**config.mk**
```make
export PLATFORM = sky130hd
export DESIGN_NAME = actdet_core
export DESIGN_NICKNAME = d
export VERILOG_FILES = /design/src/pkg/actdet_pkg.sv /design/src/logic/actdet_core.sv
export SDC_FILE = /design/constraint.sdc
export NUM_CORES = 1
export LEC_CHECK = 0
export BUFFER_PORTS_ARGS = -buffer_cell sky130_fd_sc_hd__buf_4
export CORE_UTILIZATION = 48
export DETAILED_ROUTE_END_ITERATION = 16
export PLACE_DENSITY = 0.72
export SYNTH_ARGS = -nofsm -noshare
export SYNTH_HDL_FRONTEND = slang
export SYNTH_SLANG_ARGS = --single-unit
```
**constraint.sdc**
```tcl
create_clock -name sys_clk_i -period 6.7 [get_ports sys_clk_i]
set_input_delay 0.67 -clock sys_clk_i [delete_from_list [all_inputs] [get_ports sys_clk_i]]
set_output_delay 0.67 -clock sys_clk_i [all_outputs]
set_load 0.02 [all_outputs]
```
**src/pkg/actdet_pkg.sv**
```systemverilog
// Purpose: Constants for the activity/inactivity detector
// Assumes: One clock, register port with one-cycle read latency
// Notes: Offsets are byte addresses of 32-bit words
package actdet_pkg;
   // Register offsets
   localparam logic [7:0] REG_FUNC_CFG = 8'h00;
   localparam logic [7:0] REG_INACT_TIMING = 8'h04;
   localparam logic [7:0] REG_INACT_THS = 8'h08;
   localparam logic [7:0] REG_WAKE_TIMING = 8'h0C;
   localparam logic [7:0] REG_ROUTE = 8'h10;
   localparam logic [7:0] REG_ACCEL_CTRL = 8'h14;
   localparam logic [7:0] REG_WAKE_SRC = 8'h18;
   localparam logic [7:0] REG_ALL_SRC = 8'h1C;
   localparam logic [7:0] REG_POWER_STAT = 8'h20;
   // Inactivity modes
   localparam logic [1:0] INACT_OFF = 2'h0;
   localparam logic [1:0] INACT_GYRO_KEEP = 2'h1;
   localparam logic [1:0] INACT_GYRO_SLEEP = 2'h2;
   localparam logic [1:0] INACT_GYRO_DOWN = 2'h3;
   // Gyro power states reported
   localparam logic [1:0] GYRO_NORMAL = 2'h0;
   localparam logic [1:0] GYRO_SLEEP = 2'h1;
   localparam logic [1:0] GYRO_DOWN = 2'h2;
   // Low-power mode 1 code for accel power mode
   localparam logic [2:0] ACCEL_LP1 = 3'h4;
   // Sleep timing
   localparam int SLEEP_LSB_SAMPLES = 514;
   localparam int SLEEP_ZERO_SAMPLES = 18;
   // Weight shifts: threshold LSB = 7.8125 mg << shift, shift saturates at 5
   localparam logic [2:0] WEIGHT_MAX_SHIFT = 3'h5;
   // Field positions
   localparam int F_IRQ_EN = 7;
   localparam int F_FILTER_SEL = 2;
   localparam int F_LATCH_EN = 3;
   localparam int F_STATE_ON_PIN = 7;
   localparam int F_CHANGE_FLAG = 1;
   localparam int F_STATE_BIT = 0;
   // Reset values
   localparam logic [7:0] ACCEL_CTRL_RST = 8'h00;
endpackage

```
**src/logic/actdet_core.sv**
```systemverilog
// Purpose: Activity/inactivity and motion/stationary recognition on accelerometer samples
// Assumes: sample_valid_i pulses once per accelerometer output sample; axis data are signed,
//          scaled so 1 LSB = 7.8125 mg
// Notes: Rate and power overrides are outputs; stored accel control is never altered
//
// Function
// - Inactivity rate from 2-bit rate field
// - Mode field: off, keep, sleep, power-down gyro
// - Runs only with global function enable set
// - Mode 00 runs motion/stationary variant
// - Stationary leaves rates and power untouched
// - Filter select: slope or high-pass input
// - 6-bit threshold with selectable LSB weight
// - Compare magnitude, sign ignored
// - Inactivity forces low-power 1 at inactivity rate
// - Sleep duration 514 samples per LSB, 0 gives 18
// - Inactivity event lasts one sample period
// - Activity restores settings and gyro state
// - Activity duration in sample periods
// - Activity event lasts one sample period
// - Route change to pins, flag in two registers
// - Flag pulsed, latched with latch and route
// - State bit always shows present state
// - State-on-pin mode drives level, no latch
//
// Design decisions made here: the placing of the registers and the plain strobed port.
`timescale 1ns/100ps
module actdet_core #(
   parameter int DATA_W = 16
) (
   // Clock and reset
   input wire logic sys_clk_i,
   input wire logic rst_n_i,
   // Register port
   input wire logic [7:0] reg_addr_i,
   input wire logic [31:0] reg_wdata_i,
   input wire logic reg_wr_i,
   input wire logic reg_rd_i,
   output logic [31:0] reg_rdata_o,
   // Filtered samples
   input wire logic sample_valid_i,
   input wire logic signed [DATA_W-1:0] slope_x_i,
   input wire logic signed [DATA_W-1:0] slope_y_i,
   input wire logic signed [DATA_W-1:0] slope_z_i,
   input wire logic signed [DATA_W-1:0] hp_x_i,
   input wire logic signed [DATA_W-1:0] hp_y_i,
   input wire logic signed [DATA_W-1:0] hp_z_i,
   // Power overrides
   output logic [2:0] accel_power_mode_o,
   output logic [3:0] accel_rate_o,
   output logic accel_rate_override_o,
   output logic [1:0] gyro_power_o,
   // Interrupt pins
   output logic irq_pin_a_o,
   output logic irq_pin_b_o
);
   typedef enum logic [1:0] {
      ACTDET_ACTIVE = 2'b01,
      ACTDET_INACTIVE = 2'b10
   } actdet_state_type;

   // Configuration
   logic embedded_func_irq_en;
   logic [1:0] inactivity_mode_sel;
   logic filter_source_sel;
   logic latch_enable;
   logic [1:0] inactivity_rate_sel;
   logic [2:0] threshold_weight_sel;
   logic [1:0] activity_duration;
   logic state_on_pin;
   logic [5:0] motion_threshold;
   logic [3:0] sleep_duration;
   logic pin1_state_change_route;
   logic pin2_state_change_route;
   logic [2:0] accel_power_mode;
   logic [3:0] accel_rate_sel;
   // Status
   actdet_state_type state;
   logic change_evt;
   logic state_change_flag;
   logic [13:0] sleep_cnt;
   logic [1:0] act_cnt;

   ////////////////////////////////////////////////////////////////////////
   // Magnitude compare

   function automatic logic [DATA_W-1:0] mag(input logic signed [DATA_W-1:0] v);
      mag = v[DATA_W-1] ? DATA_W'(-v) : DATA_W'(v);
   endfunction

   logic [DATA_W+5:0] ths_scaled;
   logic [2:0] wshift;
   logic signed [DATA_W-1:0] ax [3];
   logic [2:0] over_axis;
   logic any_over;
   logic [13:0] sleep_limit;
   logic running;

   always_comb begin
      wshift = (threshold_weight_sel > actdet_pkg::WEIGHT_MAX_SHIFT) ? actdet_pkg::WEIGHT_MAX_SHIFT
               : threshold_weight_sel;
      ths_scaled = (DATA_W+6)'(motion_threshold) << wshift;
   end

   assign ax[0] = filter_source_sel ? hp_x_i : slope_x_i;
   assign ax[1] = filter_source_sel ? hp_y_i : slope_y_i;
   assign ax[2] = filter_source_sel ? hp_z_i : slope_z_i;

   genvar gi;
   generate
      for (gi = 0; gi < 3; gi++) begin : g_axis
         assign over_axis[gi] = (DATA_W+6)'(mag(ax[gi])) > ths_scaled;
      end
   endgenerate

   assign any_over = |over_axis;
   assign running = embedded_func_irq_en;
   assign sleep_limit = (sleep_duration == 4'h0) ? 14'(actdet_pkg::SLEEP_ZERO_SAMPLES)
                        : 14'(sleep_duration * actdet_pkg::SLEEP_LSB_SAMPLES);

   ////////////////////////////////////////////////////////////////////////
   // State machine and counters

   always_ff @(posedge sys_clk_i) begin
      if (!rst_n_i) begin
         state <= ACTDET_ACTIVE;
         sleep_cnt <= 14'h0000;
         act_cnt <= 2'h0;
         change_evt <= 1'b0;
      end else if (!running) begin
         state <= ACTDET_ACTIVE;
         sleep_cnt <= 14'h0000;
         act_cnt <= 2'h0;
         change_evt <= 1'b0;
      end else if (sample_valid_i) begin
         change_evt <= 1'b0;
         unique case (state)
            ACTDET_ACTIVE: begin
               act_cnt <= 2'h0;
               if (any_over) begin
                  sleep_cnt <= 14'h0000;
               end else if (sleep_cnt + 14'h0001 >= sleep_limit) begin
                  sleep_cnt <= 14'h0000;
                  state <= ACTDET_INACTIVE;
                  change_evt <= 1'b1;
               end else begin
                  sleep_cnt <= sleep_cnt + 14'h0001;
               end
            end
            ACTDET_INACTIVE: begin
               sleep_cnt <= 14'h0000;
               if (!any_over) begin
                  act_cnt <= 2'h0;
               end else if (act_cnt >= activity_duration) begin
                  act_cnt <= 2'h0;
                  state <= ACTDET_ACTIVE;
                  change_evt <= 1'b1;
               end else begin
                  act_cnt <= act_cnt + 2'h1;
               end
            end
         endcase
      end
   end

   ////////////////////////////////////////////////////////////////////////
   // Power overrides

   logic inactive_override;
   assign inactive_override = (state == ACTDET_INACTIVE) && (inactivity_mode_sel != actdet_pkg::INACT_OFF);

   always_ff @(posedge sys_clk_i) begin
      if (!rst_n_i) begin
         accel_power_mode_o <= 3'h0;
         accel_rate_o <= 4'h0;
         accel_rate_override_o <= 1'b0;
         gyro_power_o <= actdet_pkg::GYRO_NORMAL;
      end else if (inactive_override) begin
         accel_power_mode_o <= actdet_pkg::ACCEL_LP1;
         accel_rate_o <= {2'h0, inactivity_rate_sel};
         accel_rate_override_o <= 1'b1;
         unique case (inactivity_mode_sel)
            actdet_pkg::INACT_GYRO_SLEEP: gyro_power_o <= actdet_pkg::GYRO_SLEEP;
            actdet_pkg::INACT_GYRO_DOWN: gyro_power_o <= actdet_pkg::GYRO_DOWN;
            default: gyro_power_o <= actdet_pkg::GYRO_NORMAL;
         endcase
      end else begin
         accel_power_mode_o <= accel_power_mode;
         accel_rate_o <= accel_rate_sel;
         accel_rate_override_o <= 1'b0;
         gyro_power_o <= actdet_pkg::GYRO_NORMAL;
      end
   end

   ////////////////////////////////////////////////////////////////////////
   // Change flag and pins

   logic routed;
   logic latch_mode;
   logic src_read;
   assign routed = pin1_state_change_route | pin2_state_change_route;
   assign latch_mode = latch_enable && routed && !state_on_pin;
   assign src_read = reg_rd_i && (reg_addr_i == actdet_pkg::REG_WAKE_SRC || reg_addr_i == actdet_pkg::REG_ALL_SRC);

   // One-cycle strobe, so a read inside the event period still clears a latched flag
   logic evt_prev;
   logic evt_set;
   assign evt_set = change_evt && !evt_prev;

   always_ff @(posedge sys_clk_i) begin
      if (!rst_n_i) begin
         evt_prev <= 1'b0;
      end else begin
         evt_prev <= change_evt;
      end
   end

   always_ff @(posedge sys_clk_i) begin
      if (!rst_n_i) begin
         state_change_flag <= 1'b0;
      end else if (!latch_mode) begin
         state_change_flag <= change_evt;
      end else if (evt_set) begin
         state_change_flag <= 1'b1;
      end else if (src_read) begin
         state_change_flag <= 1'b0;
      end
   end

   logic pin_sig;
   assign pin_sig = state_on_pin ? (state == ACTDET_INACTIVE) : state_change_flag;

   always_ff @(posedge sys_clk_i) begin
      if (!rst_n_i) begin
         irq_pin_a_o <= 1'b0;
         irq_pin_b_o <= 1'b0;
      end else begin
         irq_pin_a_o <= pin1_state_change_route & pin_sig;
         irq_pin_b_o <= pin2_state_change_route & pin_sig;
      end
   end

   ////////////////////////////////////////////////////////////////////////
   // Register port

   always_ff @(posedge sys_clk_i) begin
      if (!rst_n_i) begin
         embedded_func_irq_en <= 1'b0;
         inactivity_mode_sel <= actdet_pkg::INACT_OFF;
         filter_source_sel <= 1'b0;
         latch_enable <= 1'b0;
         inactivity_rate_sel <= 2'h0;
         threshold_weight_sel <= 3'h0;
         activity_duration <= 2'h0;
         state_on_pin <= 1'b0;
         motion_threshold <= 6'h00;
         sleep_duration <= 4'h0;
         pin1_state_change_route <= 1'b0;
         pin2_state_change_route <= 1'b0;
         {accel_power_mode, accel_rate_sel} <= 7'(actdet_pkg::ACCEL_CTRL_RST);
      end else if (reg_wr_i) begin
         unique case (reg_addr_i)
            actdet_pkg::REG_FUNC_CFG: begin
               embedded_func_irq_en <= reg_wdata_i[actdet_pkg::F_IRQ_EN];
               inactivity_mode_sel <= reg_wdata_i[1:0];
               filter_source_sel <= reg_wdata_i[actdet_pkg::F_FILTER_SEL];
               latch_enable <= reg_wdata_i[actdet_pkg::F_LATCH_EN];
            end
            actdet_pkg::REG_INACT_TIMING: begin
               activity_duration <= reg_wdata_i[1:0];
               inactivity_rate_sel <= reg_wdata_i[3:2];
               threshold_weight_sel <= reg_wdata_i[6:4];
               state_on_pin <= reg_wdata_i[actdet_pkg::F_STATE_ON_PIN];
            end
            actdet_pkg::REG_INACT_THS: motion_threshold <= reg_wdata_i[5:0];
            actdet_pkg::REG_WAKE_TIMING: sleep_duration <= reg_wdata_i[3:0];
            actdet_pkg::REG_ROUTE: begin
               pin1_state_change_route <= reg_wdata_i[0];
               pin2_state_change_route <= reg_wdata_i[1];
            end
            actdet_pkg::REG_ACCEL_CTRL: begin
               accel_rate_sel <= reg_wdata_i[3:0];
               accel_power_mode <= reg_wdata_i[6:4];
            end
            default: ;
         endcase
      end
   end

   always_ff @(posedge sys_clk_i) begin
      if (!rst_n_i) begin
         reg_rdata_o <= 32'h00000000;
      end else if (reg_rd_i) begin
         unique case (reg_addr_i)
            actdet_pkg::REG_FUNC_CFG:
               reg_rdata_o <= {24'h000000, embedded_func_irq_en, 3'h0, latch_enable, filter_source_sel,
                               inactivity_mode_sel};
            actdet_pkg::REG_INACT_TIMING:
               reg_rdata_o <= {24'h000000, state_on_pin, threshold_weight_sel,
                               inactivity_rate_sel, activity_duration};
            actdet_pkg::REG_INACT_THS: reg_rdata_o <= {26'h0000000, motion_threshold};
            actdet_pkg::REG_WAKE_TIMING: reg_rdata_o <= {28'h0000000, sleep_duration};
            actdet_pkg::REG_ROUTE:
               reg_rdata_o <= {30'h00000000, pin2_state_change_route, pin1_state_change_route};
            actdet_pkg::REG_ACCEL_CTRL: reg_rdata_o <= {25'h0000000, accel_power_mode, accel_rate_sel};
            actdet_pkg::REG_WAKE_SRC, actdet_pkg::REG_ALL_SRC:
               reg_rdata_o <= {30'h00000000, state_change_flag,
                               state == ACTDET_INACTIVE};
            actdet_pkg::REG_POWER_STAT:
               reg_rdata_o <= {24'h000000, accel_rate_override_o, gyro_power_o, accel_power_mode_o[1:0],
                               accel_rate_o[2:0]};
            default: reg_rdata_o <= 32'h00000000;
         endcase
      end else begin
         reg_rdata_o <= 32'h00000000;
      end
   end

   ////////////////////////////////////////////////////////////////////////
   // Assertions

   a_override_lp1: assert property (@(posedge sys_clk_i) disable iff (!rst_n_i)
      inactive_override |=> accel_power_mode_o == actdet_pkg::ACCEL_LP1)
      else $error("override not low-power 1");
   a_rate_follow: assert property (@(posedge sys_clk_i) disable iff (!rst_n_i)
      inactive_override |=> accel_rate_o == {2'h0, $past(inactivity_rate_sel)})
      else $error("inactive rate wrong");
   a_stationary_quiet: assert property (@(posedge sys_clk_i) disable iff (!rst_n_i)
      inactivity_mode_sel == actdet_pkg::INACT_OFF |=> !accel_rate_override_o)
      else $error("stationary changed rate");
   a_gyro_down: assert property (@(posedge sys_clk_i) disable iff (!rst_n_i)
      inactive_override && inactivity_mode_sel == actdet_pkg::INACT_GYRO_DOWN
      |=> gyro_power_o == actdet_pkg::GYRO_DOWN)
      else $error("gyro not powered down");
   a_idle_off: assert property (@(posedge sys_clk_i) disable iff (!rst_n_i)
      !running |=> state == ACTDET_ACTIVE)
      else $error("function ran while disabled");
   a_over_restart: assert property (@(posedge sys_clk_i) disable iff (!rst_n_i)
      running && sample_valid_i && any_over && state == ACTDET_ACTIVE |=> sleep_cnt == 14'h0000)
      else $error("sleep count not restarted");
   a_state_pin: assert property (@(posedge sys_clk_i) disable iff (!rst_n_i)
      state_on_pin && pin1_state_change_route |=> irq_pin_a_o == ($past(state) == ACTDET_INACTIVE))
      else $error("pin not showing state");
   a_pulse_clear: assert property (@(posedge sys_clk_i) disable iff (!rst_n_i)
      !latch_mode && !change_evt ##1 !latch_mode |-> !state_change_flag)
      else $error("pulsed flag stuck");
   a_flag_hold: assert property (@(posedge sys_clk_i) disable iff (!rst_n_i)
      latch_mode && state_change_flag && !src_read |=> state_change_flag)
      else $error("latched flag lost before read");
   a_source_bits: assert property (@(posedge sys_clk_i) disable iff (!rst_n_i)
      reg_rd_i && reg_addr_i == actdet_pkg::REG_ALL_SRC
      |=> reg_rdata_o[actdet_pkg::F_STATE_BIT] == ($past(state) == ACTDET_INACTIVE)
      && reg_rdata_o[actdet_pkg::F_CHANGE_FLAG] == $past(state_change_flag))
      else $error("source bits wrong");
   a_event_hold: assert property (@(posedge sys_clk_i) disable iff (!rst_n_i)
      running && change_evt && !sample_valid_i |=> change_evt)
      else $error("change event dropped inside sample period");
endmodule

```
# Word level (Yosys, flattened, before mapping)
# Cells that the tools add are included.
[word_totals] regBits=97 output_inout_bits=44 input_bits=141
[classes] bitwise=4 reduce_logical=24 n_eq_ne=17 mul=1 n_shift=1 n_lt_le_gt_ge=6 n_mux=33 n_addsub=5
[ops] cell="two-way mux 16 bit" n=6
[ops] cell="greater-than comparator 16 x 22 -> 1 bit" n=3
[ops] cell="case mux 8 bit (8 select lines)" n=1
[ops] cell="negation 16 bit" n=3
[ops] cell="two-way mux 14 bit" n=3
[ops] cell="== test 8 x 5 -> 1 bit, second input constant" n=4
[ops] cell="case mux 14 bit (2 select lines)" n=1
[ops] cell="left shift 6 x 3 -> 22 bit" n=1
[ops] cell="AND reduction 2 bit" n=9
[ops] cell="== test 8 x 4 -> 1 bit, second input constant" n=2
[ops] cell="adder 14 x 1 -> 14 bit, second input constant" n=1
[ops] cell="greater-or-equal comparator 14 bit" n=1
[ops] cell="two-way mux 2 bit" n=7
[ops] cell="multiplier 4 x 9 -> 13 bit, second input constant" n=1
[ops] cell="case mux 2 bit (2 select lines)" n=3
[ops] cell="two-way mux 1 bit" n=9
[ops] cell="== test 8 x 3 -> 1 bit, second input constant" n=1
[ops] cell="== test 8 x 6 -> 1 bit, second input constant" n=1
[ops] cell="zero test 8 bit" n=1
[ops] cell="!= test 2 bit, second input constant" n=4
[ops] cell="== test 2 bit, second input constant" n=3
[ops] cell="two-way mux 3 bit" n=2
[ops] cell="logical AND 1 bit" n=5
[ops] cell="AND reduction 5 bit" n=1
[ops] cell="15 further kinds" n=18

# Longest topological paths before layout
[depth] ltp_word=7 mapped_depth=21

# Worst setup path after synthesis
# No wires, ideal clock.
[synth_timing] kind="reg2reg" startpoint="register filter_source_sel" endpoint="register sleep_cnt[0]" setup_slack_ns=1.554 path_stages_with_launch=22 period_less_slack_ns=5.146 arrival_ns=5.076 required_time_ns=6.630 setup_ns=0.070 n_path_buf=7 cell_sequence="dfxtp_1 buf_2 buf_2 clkbuf_1 buf_1 clkbuf_1 clkbuf_1 mux2i_1 ha_1 nand4b_1 a21oi_1 nor2_1 xnor2_1 ha_1 nand3_1 or4_1 nor4b_1 a211oi_1 o21ai_1 clkbuf_1 nand4_1 o21ai_1"
[synth_via] elab_chain_len=7
[synth_lines] item="from (decl)" line="actdet_core.sv:65" rtl="logic filter_source_sel;"
[synth_lines] item="from (signal assigned)" line="actdet_core.sv:266" rtl="filter_source_sel <= reg_wdata_i[actdet_pkg::F_FILTER_SEL];"
[synth_lines] item="two-way mux 16 bit (on tied branches)" line="actdet_core.sv:105, actdet_core.sv:106, actdet_core.sv:107"
[synth_lines] item="negation 16 bit" line="actdet_core.sv:88" rtl="mag = v[DATA_W-1] ? DATA_W'(-v) : DATA_W'(v);"
[synth_lines] item="two-way mux 16 bit" line="actdet_core.sv:88"
[synth_lines] item="greater-than comparator 16 x 22 -> 1 bit" line="actdet_core.sv:112" rtl="assign over_axis[gi] = (DATA_W+6)'(mag(ax[gi])) > ths_scaled;"
[synth_lines] item="OR reduction 3 bit (*)" line="actdet_core.sv:116" rtl="assign any_over = |over_axis;"
[synth_lines] item="two-way mux 14 bit (*)" line="actdet_core.sv:140" rtl="if (any_over) begin"
[synth_lines] item="case mux 14 bit (2 select lines) (*)" line="actdet_core.sv:137" rtl="unique case (state)"
[synth_lines] item="to (signal assigned)" line="actdet_core.sv:147" rtl="sleep_cnt <= sleep_cnt + 14'h0001;"
[synth_lines] item="to (decl)" line="actdet_core.sv:81" rtl="logic [13:0] sleep_cnt;"
# Mark *: on every way between the ends. The rest lies on a longest branch, timed or not.
# A chain may end at the register's enable or synchronous reset.

# Worst setup path after layout
[layout_timing] startpoint="register filter_source_sel" endpoint="register change_evt"
[layout_via] elab_chain_len=7
[layout_lines] item="two-way mux 16 bit (on tied branches)" line="actdet_core.sv:105, actdet_core.sv:106, actdet_core.sv:107"
[layout_lines] item="negation 16 bit" line="actdet_core.sv:88"
[layout_lines] item="two-way mux 16 bit" line="actdet_core.sv:88"
[layout_lines] item="greater-than comparator 16 x 22 -> 1 bit" line="actdet_core.sv:112"
[layout_lines] item="OR reduction 3 bit (*)" line="actdet_core.sv:116"
[layout_lines] item="two-way mux 1 bit (on tied branches)" line="actdet_core.sv:152, actdet_core.sv:140"
[layout_lines] item="case mux 1 bit (2 select lines) (*)" line="actdet_core.sv:137"
[layout_lines] item="to (signal assigned)" line="actdet_core.sv:136" rtl="change_evt <= 1'b0;"
[layout_lines] item="to (signal assigned)" line="actdet_core.sv:145" rtl="change_evt <= 1'b1;"
[layout_lines] item="to (signal assigned)" line="actdet_core.sv:157" rtl="change_evt <= 1'b1;"
[layout_lines] item="to (decl)" line="actdet_core.sv:79" rtl="logic change_evt;"
# Marked as above.

==> metrics.md <==
| Metric | Value |
|---|---|
| Status | complete, no violations |
| DR pass1 iterations | 5 |
| Synth Area in Adders | 9.171% |
| Final period util | 73.24% |
| Share of Yosys cell area claimed by the top area cell type | 21.42% |
| Worst path arrival time | 5.12 ns |
| Async SR Flop Fraction | 0% |
| Mux share of post-synthesis cell area | 8.474% |
| Unrepaired setup endpoints after global routing | false |
| WL final | 19.31 mm |
| Area Growth Syn to Fin | 20.49% |
| Via count | 7055 |
| Placed Instances | 1171 |
| Antenna violations before repair | 0 |
| Lkg Pwr | 0.003083 µW |
| N_diodes | 0 |
| DRT antenna net count | 0 |
| Post-synthesis instance area | 6822 µm² |
| Minimum clock period | 4.907 ns |
| Layout Utilization | 59.21% |
| RePlAce Congestion | 0.8954 |
| F_max | 203.8 MHz |
| Root buffer cell | clkbuf_16 |
| Clk sinks | 73 |
| Max Cap Violations | 0 |
| Syn_area_per_cell | 7.699 µm² |
| Worst endpoint required time | 6.91 ns |
| Power share of the sequential group | 35.2% |
| Logic pwr share | 20.3% |
| Sw Ratio | 27.13% |
| DR vias/cell | 5.944 |
| Power Density | 150.2 nW/µm² |
| Final Slew Violations | 0 |
| Die width | 121.2 µm |
| Synth area leader | dfxtp_1 |
| Netlist cell types | 75 |
| Post-synth EDFFs | 0 |
| First-pass GRT wire length | 31.39 mm |
| Maximum level of the CTS H-tree | 3 |
| Setup violators final | 0 |
| Total Nets Final | 1193 |
| Starting Density | 49.14% |
| Sequential-to-total area share from yosys stat | 21.42% |
| Post-synthesis xor/xnor area fraction | 5.521% |
| Synth area leaders | dfxtp_1 (21%), ha_1 (9.2%), mux2i_1 (6.2%) |
| Total track usage | 26.43% |
| CP Class | register to register |
| Setup TNS Final | 0 ns |
| Dominant cell by count in the synthesized netlist | nand2_1 |
| Slew HR | 26.85% |
| Largest family of logic cells by synthesized area | simple AND/OR/NAND/NOR gates |
| Worst path cell trace | buf_4 > nor4b_1 > a22o_1 > nor3b_1 > nor2_1 > xnor2_1 > ha_1 > nand3_1 > nor4_1 > a21oi_1 > a21oi_4 > and3_1 > o211ai_1 |
| DRC errors left | 0 |
| WP buf/inv | 1 |
| Clk pwr share | 44.5% |
| Filler Cell Count | 1317 |
| Finished Layout Cells | 1187 |
| CTS tree | yes |
| Slew @ Worst Pin | 1.092 ns |
| Yosys warnings | 0 |
| Final Skew | 0.005674 ns |
| Detailed-placement wirelength estimate | 14.55 mm |
| P_int | 899.5 µW |
| VDD IR max | 0.1535 mV |
| Crit path launch type | register |
| Area of the multi-input gates | 5011 µm² |
| Placement Cell Area | 7873 µm² |
| Top Family by Delay on Critical Path | simple AND/OR/NAND/NOR gates |
| Clock Path Buffers | 2 |
| Worst setup EP type | register |
| CP peak stage delay | 0.96 ns |
| Largest net degree at the start of global routing | 84 |
| Die area | 14690 µm² |
| HP Class | register to register |
| Post-Synth Simple-Gate Area | 25.72% |
| Top_reg_cell synth | dfxtp_1 |
| I/O pins | 185 |
| Post-CTS sizing | 0 |
| Gr ovfl total | 0 |
| Number of global-route vias before repair | 6336 |
| Register Area | 1465 µm² |
| Starting DRT DRC Count | 531 |
| P_sw | 334.9 µW |
| Hold Buf Count CTS | 0 |
| Synthesized instance count | 886 |
| Top post-synthesis cells by count | nand2_1 (91), dfxtp_1 (73), a21oi_1 (72) |
| Crit path max-delay cell type | dfxtp_4 |
| Synth Area in Compound Gates | 22.93% |
| Worst-path fanout max | 83 |
| Cell area after layout | 8219 µm² |
| Buffers added on ports | 136 |
| WL per Instance | 16.26 µm |
| # rows | 43 |
| Area of the core | 13880 µm² |
| Worst-path clk slew | 0.06 ns |
| Total CTS buffers | 9 |
| Synth Register Bits | 73 |
| Die H | 121.2 µm |
| Post-CTS Setup Inserts | 0 |
| Worst-Skew Late Latency | 0.34 ns |
| Layout cell share with drive strength beyond 1 | 18.47% |
| Final hold vios | 0 |
## stage by stage
stage          setup slack [ns]  total power [µW]  hold slack, ns
2_1_floorplan             1.554             597.0          0.4334
3_3_place_gp              1.901             686.2          0.4538
3_5_place_dp              1.895             690.2          0.4551
4_1_cts                   1.864              1238          0.4695
5_1_grt                   1.424              1286          0.4918
6_report                  1.793              1234          0.4665
## worst reg2reg max path, cell delays in order (launching register included)
cell	delay (ns)
dfxtp_4	0.96
buf_4	0.56
nor4b_1	0.47
a22o_1	0.27
nor3b_1	0.20
nor2_1	0.07
xnor2_1	0.18
ha_1	0.30
nand3_1	0.13
nor4_1	0.37
a21oi_1	0.18
a21oi_4	0.51
and3_1	0.43
o211ai_1	0.14
## kinds of logic (layout without fill, tap and decap cells)
logic type / count (synthesis) / after routing
simple gates: 341 / 341
compound gates: 229 / 229
buf+inv: 92 / 185
flops: 73 / 73
mux: 56 / 56
fa+ha+maj: 50 / 50
xor+xnor: 43 / 43
other cells: 2 / 30
## metal layers
layer / part of all wire [%] / track usage (%) / wire, µm
met1: 47 / 37.38 / 9086
met2: 45 / 41.93 / 8654
met3: 7.2 / 4.276 / 1392
met4: 0.89 / 5.633 / 171
met5: 0 / 0 / 0
## flip-flops by register name, indices dropped and copies added, names as in the netlist, 3 cells and up
register / cells
accel_power_mode: 3
accel_power_mode_o: 3
accel_rate_o: 4
accel_rate_sel: 4
motion_threshold: 6
reg_rdata_o: 8
sleep_cnt: 14
sleep_duration: 4
threshold_weight_sel: 3
## path summary, 6_finish.rpt
check / start / to / slack [ns] / cells after the start
worst max register to register: filter_source_sel / change_evt / 1.79 / 13
worst min register to register: accel_power_mode[2] / accel_power_mode_o[2] / 0.47 / 2
worst min-delay path: accel_power_mode[2] / accel_power_mode_o[2] / 0.47 / 2
worst max-delay path: filter_source_sel / change_evt / 1.79 / 13
## cells in the final DEF, fill, tap and decap left out, types with 13 or more instances in the layout
cell and instances:
mux2_2 13, ha_1 50, mux2i_1 42, nand2_1 91, xnor2_1 22, nor3_1 34
buf_4 143, o21ai_0 27, nand2b_1 19, xor2_1 21, a21oi_1 72, nor2_1 52
conb_1 30, dfxtp_1 72, inv_1 25, nand3_1 50
## power by group through the flow
stage / logic (µW) / registers (µW) / clock network, µW
floorplan: 153 / 444 / 0
detailed placement: 246 / 444 / 0
CTS: 248 / 434 / 556
finish: 250 / 434 / 550
global placement: 242 / 444 / 0
global route: 277 / 434 / 574
## final cells by class
| class | instances | area share, % |
|---|---|---|
| clock inverter | 6 | 1.172 |
| tap | 180 | 2.740 |
| timing repair buffer | 143 | 13.06 |
| clock buffer | 10 | 3.045 |
| sequential | 73 | 17.83 |
| inverter | 26 | 1.187 |
| multi-input combinational | 749 | 60.97 |
(Power assumes the default switching activity.)
